`config.mk`:
```
export PLATFORM = sky130hd
export DESIGN_NAME = srec_ctrl
export DESIGN_NICKNAME = d
export VERILOG_FILES = /design/src/core/srec_pkg.sv /design/src/core/srec_ctrl.sv /design/src/core/srec_timer.sv
export SDC_FILE = /design/constraint.sdc
export NUM_CORES = 1
export LEC_CHECK = 0
export BUFFER_PORTS_ARGS = -buffer_cell sky130_fd_sc_hd__buf_2
export CAP_MARGIN = 10
export CORE_MARGIN = 2
export CORE_UTILIZATION = 50
export DETAILED_ROUTE_END_ITERATION = 8
export GPL_ROUTABILITY_DRIVEN = 0
export HOLD_SLACK_MARGIN = 0.15
export PLACE_DENSITY = 0.77
export SYNTH_ARGS = -nofsm -noshare
export SYNTH_HDL_FRONTEND = slang
export SYNTH_SLANG_ARGS = --single-unit
```
`constraint.sdc`:
```
create_clock -name clk_sys_in -period 2.89 [get_ports clk_sys_in]
set_clock_uncertainty 0.2 [all_clocks]
set_input_delay 0.578 -clock clk_sys_in [delete_from_list [all_inputs] [get_ports clk_sys_in]]
set_output_delay 0.578 -clock clk_sys_in [all_outputs]
set_load 0.03 [all_outputs]
```
`src/core/srec_pkg.sv`:
```
package srec_pkg;

    // ========================================
    // Register map
    localparam logic [7:0] SREC_CMD_CTRL_OFS = 8'hB0;
    localparam logic [7:0] SREC_DATA_WORD_OFS = 8'hB4;
    localparam logic [7:0] SREC_STATUS_OFS = 8'hB8;

    // ========================================
    // Field positions in the command/control register; the time-out bit is in the status register
    localparam int SREC_BUSY_BIT = 31;
    localparam int SREC_CMD_LSB = 28;
    localparam int SREC_CMD_W = 3;
    localparam int SREC_ADDR_W = 8;
    localparam int SREC_TIMEOUT_BIT = 9;

    // ========================================
    // Reset values
    localparam logic [2:0] SREC_CMD_RST = 3'h0;
    localparam logic [7:0] SREC_ADDR_RST = 8'h00;
    localparam logic [31:0] SREC_DATA_RST = 32'h0000_0000;

    // ========================================
    // Timing
    localparam int SREC_CLK_HZ = 40_000_000;
    localparam int SREC_TIMEOUT_US = 30_000;
    localparam int SREC_TIMEOUT_CYC = SREC_TIMEOUT_US * (SREC_CLK_HZ / 1_000_000);

    typedef enum logic [1:0] {
        SREC_ST_IDLE = 2'b00,
        SREC_ST_RUN = 2'b01,
        SREC_ST_WAIT = 2'b10
    } srec_state_e;

endpackage

```
`src/core/srec_ctrl.sv`:
```
`timescale 1ns/1ps
// Function
// - Writing busy one runs the selected command at the stored address.
// - Busy stays set until the operation ends; then read data are valid.
// - Failed write with no part attached clears busy only on time-out.
// - Busy set at reset, cleared after the station address load attempt.
// - Three-bit command runs only with busy set; one command at a time.
module srec_ctrl #(
    parameter int TIMEOUT_CYC = srec_pkg::SREC_TIMEOUT_CYC
) (
    input wire logic clk_sys_in,
    input wire logic rst_in,
    input wire logic [7:0] reg_addr_in,
    input wire logic [31:0] reg_wdata_in,
    input wire logic reg_wr_in,
    input wire logic reg_rd_in,
    output logic [31:0] reg_rdata_out,
    output logic op_start_out,
    output logic [2:0] op_cmd_out,
    output logic [7:0] op_addr_out,
    output logic [31:0] op_wdata_out,
    output logic autoload_out,
    input wire logic op_done_in,
    input wire logic [31:0] op_rdata_in,
    input wire logic op_rdata_valid_in
);
    import srec_pkg::*;

    // ========================================
    // Sequencer and register state
    srec_state_e state_q;
    logic busy_q;
    logic autoload_q;
    logic start_q;
    logic timeout_q;
    logic [2:0] cmd_q;
    logic [7:0] addr_q;
    logic [31:0] data_q;

    // ========================================
    // Decodes, time-out and read word
    logic expired;
    logic finish;
    logic wr_cmd;
    logic wr_data;
    logic launch;
    logic [31:0] rd_word;

    // ========================================
    // Bus decode
    assign wr_cmd = reg_wr_in && (reg_addr_in == SREC_CMD_CTRL_OFS);
    assign wr_data = reg_wr_in && (reg_addr_in == SREC_DATA_WORD_OFS);
    assign launch = wr_cmd && !busy_q && reg_wdata_in[SREC_BUSY_BIT];

    // ========================================
    // Time-out counter
    // counts only in the wait state; a missing part would
    // otherwise hold busy forever and lock software out
    srec_timer #(
        .LIMIT(TIMEOUT_CYC)
    ) u_timer (
        .clk_sys_in(clk_sys_in),
        .rst_in(rst_in),
        .run_in(state_q == SREC_ST_WAIT),
        .expired_out(expired)
    );

    // ========================================
    // Command code
    // writes ignored while busy so a running command keeps its code
    always_ff @(posedge clk_sys_in)
    begin
        if (rst_in)
        begin
            cmd_q <= SREC_CMD_RST;
        end
        else if (wr_cmd && !busy_q)
        begin
            cmd_q <= reg_wdata_in[SREC_CMD_LSB +: SREC_CMD_W];
        end
    end

    // ========================================
    // Target address
    // frozen while busy; only the low byte is kept
    always_ff @(posedge clk_sys_in)
    begin
        if (rst_in)
        begin
            addr_q <= SREC_ADDR_RST;
        end
        else if (wr_cmd && !busy_q)
        begin
            addr_q <= reg_wdata_in[SREC_ADDR_W-1:0];
        end
    end

    // ========================================
    // Data word: host writes when idle, engine loads read data
    // Engine data win a tie; a host write while busy is dropped
    always_ff @(posedge clk_sys_in)
    begin
        if (rst_in)
        begin
            data_q <= SREC_DATA_RST;
        end
        else if (op_rdata_valid_in)
        begin
            data_q <= op_rdata_in;
        end
        else if (wr_data && !busy_q)
        begin
            data_q <= reg_wdata_in;
        end
    end

    // ========================================
    // Operation end: engine done or time-out; a tie counts as done
    assign finish = (state_q == SREC_ST_WAIT) && (op_done_in || expired);

    // ========================================
    // Sequencer state
    always_ff @(posedge clk_sys_in)
    begin
        if (rst_in)
        begin
            // autoload starts straight out of reset
            state_q <= SREC_ST_RUN;
        end
        else
        begin
            unique case (state_q)
                SREC_ST_IDLE:
                begin
                    if (launch)
                    begin
                        state_q <= SREC_ST_RUN;
                    end
                end
                SREC_ST_RUN:
                begin
                    // One cycle for the engine to take the start pulse
                    state_q <= SREC_ST_WAIT;
                end
                SREC_ST_WAIT:
                begin
                    if (finish)
                    begin
                        state_q <= SREC_ST_IDLE;
                    end
                end
                default:
                begin
                    // Unused code: recover to idle
                    state_q <= SREC_ST_IDLE;
                end
            endcase
        end
    end

    // ========================================
    // Busy flag; only reset or a software launch sets it
    // Launch is refused while busy, so a second write cannot restart a command
    always_ff @(posedge clk_sys_in)
    begin
        if (rst_in)
        begin
            busy_q <= 1'b1;
        end
        else if (finish)
        begin
            busy_q <= 1'b0;
        end
        else if (launch && (state_q == SREC_ST_IDLE))
        begin
            busy_q <= 1'b1;
        end
        // Unused state code: release busy so software is not locked out
        else if (!(state_q inside {SREC_ST_IDLE, SREC_ST_RUN, SREC_ST_WAIT}))
        begin
            busy_q <= 1'b0;
        end
    end

    // ========================================
    // Autoload marker, high only for the load after reset
    // Cleared by the first finish, whether the load worked or timed out
    always_ff @(posedge clk_sys_in)
    begin
        if (rst_in)
        begin
            autoload_q <= 1'b1;
        end
        else if (finish)
        begin
            autoload_q <= 1'b0;
        end
    end

    // ========================================
    // Start pulse to the serial engine
    // Reset forces it high so the autoload needs no software help
    always_ff @(posedge clk_sys_in)
    begin
        if (rst_in)
        begin
            start_q <= 1'b1;
        end
        else
        begin
            start_q <= launch && (state_q == SREC_ST_IDLE);
        end
    end

    // ========================================
    // Time-out flag; sticky until next launch, done wins a tie
    // Kept after busy clears so software can tell failure from success
    always_ff @(posedge clk_sys_in)
    begin
        if (rst_in)
        begin
            timeout_q <= 1'b0;
        end
        else if (state_q == SREC_ST_WAIT && expired && !op_done_in)
        begin
            timeout_q <= 1'b1;
        end
        else if (launch)
        begin
            timeout_q <= 1'b0;
        end
    end

    // ========================================
    // Read multiplexer; unmapped offsets read as zero
    always_comb
    begin
        rd_word = 32'h0000_0000;
        unique case (reg_addr_in)
            SREC_CMD_CTRL_OFS:
            begin
                // Busy, command and address share one word
                rd_word = {busy_q, cmd_q, 20'h0_0000, addr_q};
            end
            SREC_DATA_WORD_OFS:
            begin
                // Last read result or last host word
                rd_word = data_q;
            end
            SREC_STATUS_OFS:
            begin
                rd_word = {22'h0, timeout_q, 9'h000};
            end
            default:
            begin
                // Unmapped offset
                rd_word = 32'h0000_0000;
            end
        endcase
    end

    // ========================================
    // Read port, one cycle latency
    // Data stand only for the cycle after the strobe, zero otherwise,
    // so a stale word can never be taken for a fresh answer
    always_ff @(posedge clk_sys_in)
    begin
        if (rst_in)
        begin
            reg_rdata_out <= 32'h0000_0000;
        end
        else if (reg_rd_in)
        begin
            reg_rdata_out <= rd_word;
        end
        else
        begin
            reg_rdata_out <= 32'h0000_0000;
        end
    end

    // ========================================
    // Engine interface
    assign op_start_out = start_q;
    assign op_cmd_out = cmd_q;
    assign op_addr_out = addr_q;
    assign op_wdata_out = data_q;
    assign autoload_out = autoload_q;
endmodule // srec_ctrl

```
`src/core/srec_timer.sv`:
```
`timescale 1ns/1ps
module srec_timer #(
    parameter int LIMIT = 1200000
) (
    input wire logic clk_sys_in,
    input wire logic rst_in,
    input wire logic run_in,
    output logic expired_out
);
    logic [31:0] count_q;

    // ========================================
    // Counts while run is high, restarts when it drops
    always_ff @(posedge clk_sys_in)
    begin
        if (rst_in || !run_in)
        begin
            count_q <= 32'h0000_0000;
        end
        else if (count_q != LIMIT[31:0])
        begin
            count_q <= count_q + 32'h0000_0001;
        end
    end

    assign expired_out = run_in && (count_q == LIMIT[31:0]);
endmodule // srec_timer

```
==> results.sh <==
export IMPL_critical_path_class="reg2reg"
export IMPL_setup_tns_ns=0
export IMPL_via_per_inst=5.63
export IMPL_finalHoldViolations=0
export IMPL_critPathSlowestCell="or4_2"
export IMPL_cts_max_level=4
export IMPL_path_cells="or3b_2, or4_2, buf_12, mux2i_1, a211oi_1"
export IMPL_cts_buffers=17
export IMPL_syn_inst=497
export IMPL_fmax_ghz=0.396
export IMPL_drv_slew=0
export IMPL_grt_max_degree=49
export IMPL_cp_num_buf_inv=1
export IMPL_synth_cell_types=41
export IMPL_syn_mean_instance_area_um2=9.39
export IMPL_wire_per_inst_um=16.5
export IMPL_setup_viol=0
export IMPL_track_usage_pct=27.8
export IMPL_io_pins=155
export IMPL_critical_path_max_stage_delay_ns=0.70
export IMPL_mostFrequentLayoutCell="buf_2"
export IMPL_dpl_hpwl_mm=8.84
export IMPL_ys_seq_area_share_pct=48.5
export IMPL_final_cell_area_um2=6650
export IMPL_ys_ff_latch=113
export IMPL_start_kind="flip-flop"
export IMPL_syn_nets=577
export IMPL_post_route_min_period_ns=2.53
export IMPL_drive_gt1_share_pct=30.1
export IMPL_antenna_found_initial=0
export IMPL_die_area_um2=10100
export IMPL_status="finished, final reports clean"
export IMPL_firstDrtPassIters=6
export IMPL_postRouteAntennaNets=0
export IMPL_synth_top_flop_cell="dfxtp_1"
export IMPL_ctsRootBufferMaster="clkbuf_8"
export IMPL_drc=0
export IMPL_async_flop_share_pct=0
export IMPL_diodes=0
export IMPL_crit_fanout=32
export IMPL_drt_total_wl_mm=13.5
export IMPL_vdd_drop_max_mv=0.434
export IMPL_grt_pass1_wl_mm=22.0
export IMPL_tightest_slew_ns=0.535
export IMPL_p_leak_nw=2.92
export IMPL_ys_warn_count=0
export IMPL_period_share_pct=87.5
export IMPL_placed_area_um2=5600
export IMPL_mostFrequentLayoutCells="buf_2, dfxtp_1, nor2_1"
export IMPL_initial_core_util_pct=51.0
export IMPL_required_ns=3.11
export IMPL_rows=35
export IMPL_cts_tree="built"
export IMPL_clock_latency_ns=0.52
export IMPL_fp_dieH_um=101
export IMPL_grt_pass1_vias=4674
export IMPL_cts_setup_buffers=0
export IMPL_synth_edff_count=0
export IMPL_fin_util_pct=72.6
export IMPL_arrival_ns=2.75
export IMPL_vias=4626
export IMPL_hp_class="in2reg"
export IMPL_core_area_um2=9150
export IMPL_place_port_buffers=154
export IMPL_first_iter_violations=182
export IMPL_clock_sinks=113
export IMPL_fin_nets=778
export IMPL_slew_headroom_pct=64.4
export IMPL_clk_pin_slew_ns=0.06
export IMPL_grt_setup_unrepaired="false"
export IMPL_netlist_area_um2=4670
export IMPL_clock_path_buffers=2
export IMPL_cp_end_kind="flip-flop"
export IMPL_areaGrowthSynthToFinish_pct=42.5
export IMPL_dieWidth_um=101
export IMPL_overflow=0
export IMPL_maxCapViolCount=0
export IMPL_critical_path_top_delay_family="simple AND/OR/NAND/NOR gates"
export IMPL_p_per_area_nw_per_um2=621
export IMPL_hold_worst_slack_ns=0.175
-- synth_stat cells, types with 2 or more instances --
cell,instances,area (um2)
a211oi_1,32,240
a21oi_1,23,115
a22oi_1,12,90.1
a31o_2,3,26.3
and2_1,20,125
and4_1,8,70.1
buf_2,2,10.0
buf_6,4,45.0
clkbuf_1,23,86.3
dfxtp_1,113,2260
ha_1,2,25.0
inv_1,10,37.5
mux2i_1,43,430
nand2_1,11,41.3
nand2b_1,3,18.8
nand3_1,11,55.1
nand4_1,15,93.8
nor2_1,71,267
nor3_1,7,35.0
nor4_1,14,87.6
nor4b_1,4,35.0
o2111ai_1,2,17.5
o211ai_1,2,15.0
o21ai_0,14,70.1
o31ai_1,6,45.0
or3_1,12,75.1
or4_1,7,52.6
xnor2_1,10,87.6
-- worst register-to-register path: cells and delay by family (launching register included) --
kind | cells | cell delay, ns
muxes | 1 | 0.18
DFF | 1 | 0.35
and+or+nand+nor | 2 | 1.23
AOI/OAI and AO/OA | 1 | 0.27
buffers and inverters | 1 | 0.21
-- path summary, 6_finish.rpt --
kind,start,endpoint,slack (ns),cells after the start
worst max-delay path,busy_q,op_wdata_out[24],0.36,5
worst max register to register,busy_q,op_wdata_out[24],0.36,5
worst min-delay path,op_rdata_in[12],op_wdata_out[12],0.18,3
worst min register to register,op_wdata_out[17],reg_rdata_out[17],0.29,1
-- per-stage QoR --
stage               cells  total power (W)  worst slack [ns]
floorplan             497          0.00179             0.341
global placement      749          0.00191             0.155
detailed placement    749          0.00191            0.0860
CTS                   822          0.00414             0.378
global route          822          0.00426             0.244
finish                822          0.00413             0.362
-- flip-flops by register name (all words and copies together), names as in the netlist --
signal / count
autoload_out: 1
busy_q: 1
op_addr_out: 8
op_cmd_out: 3
op_start_out: 1
op_wdata_out: 32
reg_rdata_out: 32
state_q: 2
timeout_q: 1
u_timer.count_q: 32
-- cell families (layout without fill, tap and decap cells) --
family | after synthesis | in the layout | share of synthesized area (%)
flip-flops | 113 | 113 | 48.5
AND/OR/NAND/NOR | 193 | 193 | 22.4
buffers and inverters | 41 | 255 | 4.08
adder cells (fa/ha/maj) | 2 | 2 | 0.536
AO/OA/AOI/OAI | 94 | 94 | 13.3
multiplexers | 43 | 43 | 9.22
XOR/XNOR | 11 | 11 | 2.06
-- area by class of cell --
type                       count  area, um2
timing repair buffer         212       1330
multi-input combinational    343       2240
tap                          111        139
clock inverter                12        180
fill                         641       2500
clock buffer                  20        455
inverter                      11       41.3
sequential                   113       2260
-- what timing repair did --
action,4_1_cts,5_1_grt
hold buffers,41,0
resized for setup,0,0
endpoints found under the hold margin,41,0
-- metal layers --
layer  wire length (um)  GRT usage [%]
met4                385           11.9
met2               6890           48.7
met5                  0              0
met3                912           9.02
met1               5360           30.7
-- report_power, final --
part           switching (W)  total (W)  internal (W)  leakage, nW
clock network       0.000728    0.00220       0.00147        0.307
logic               0.000172   0.000309      0.000136         1.69
registers          0.0000280    0.00162       0.00159        0.920
No activity file was read; power rests on OpenSTA's default activity.
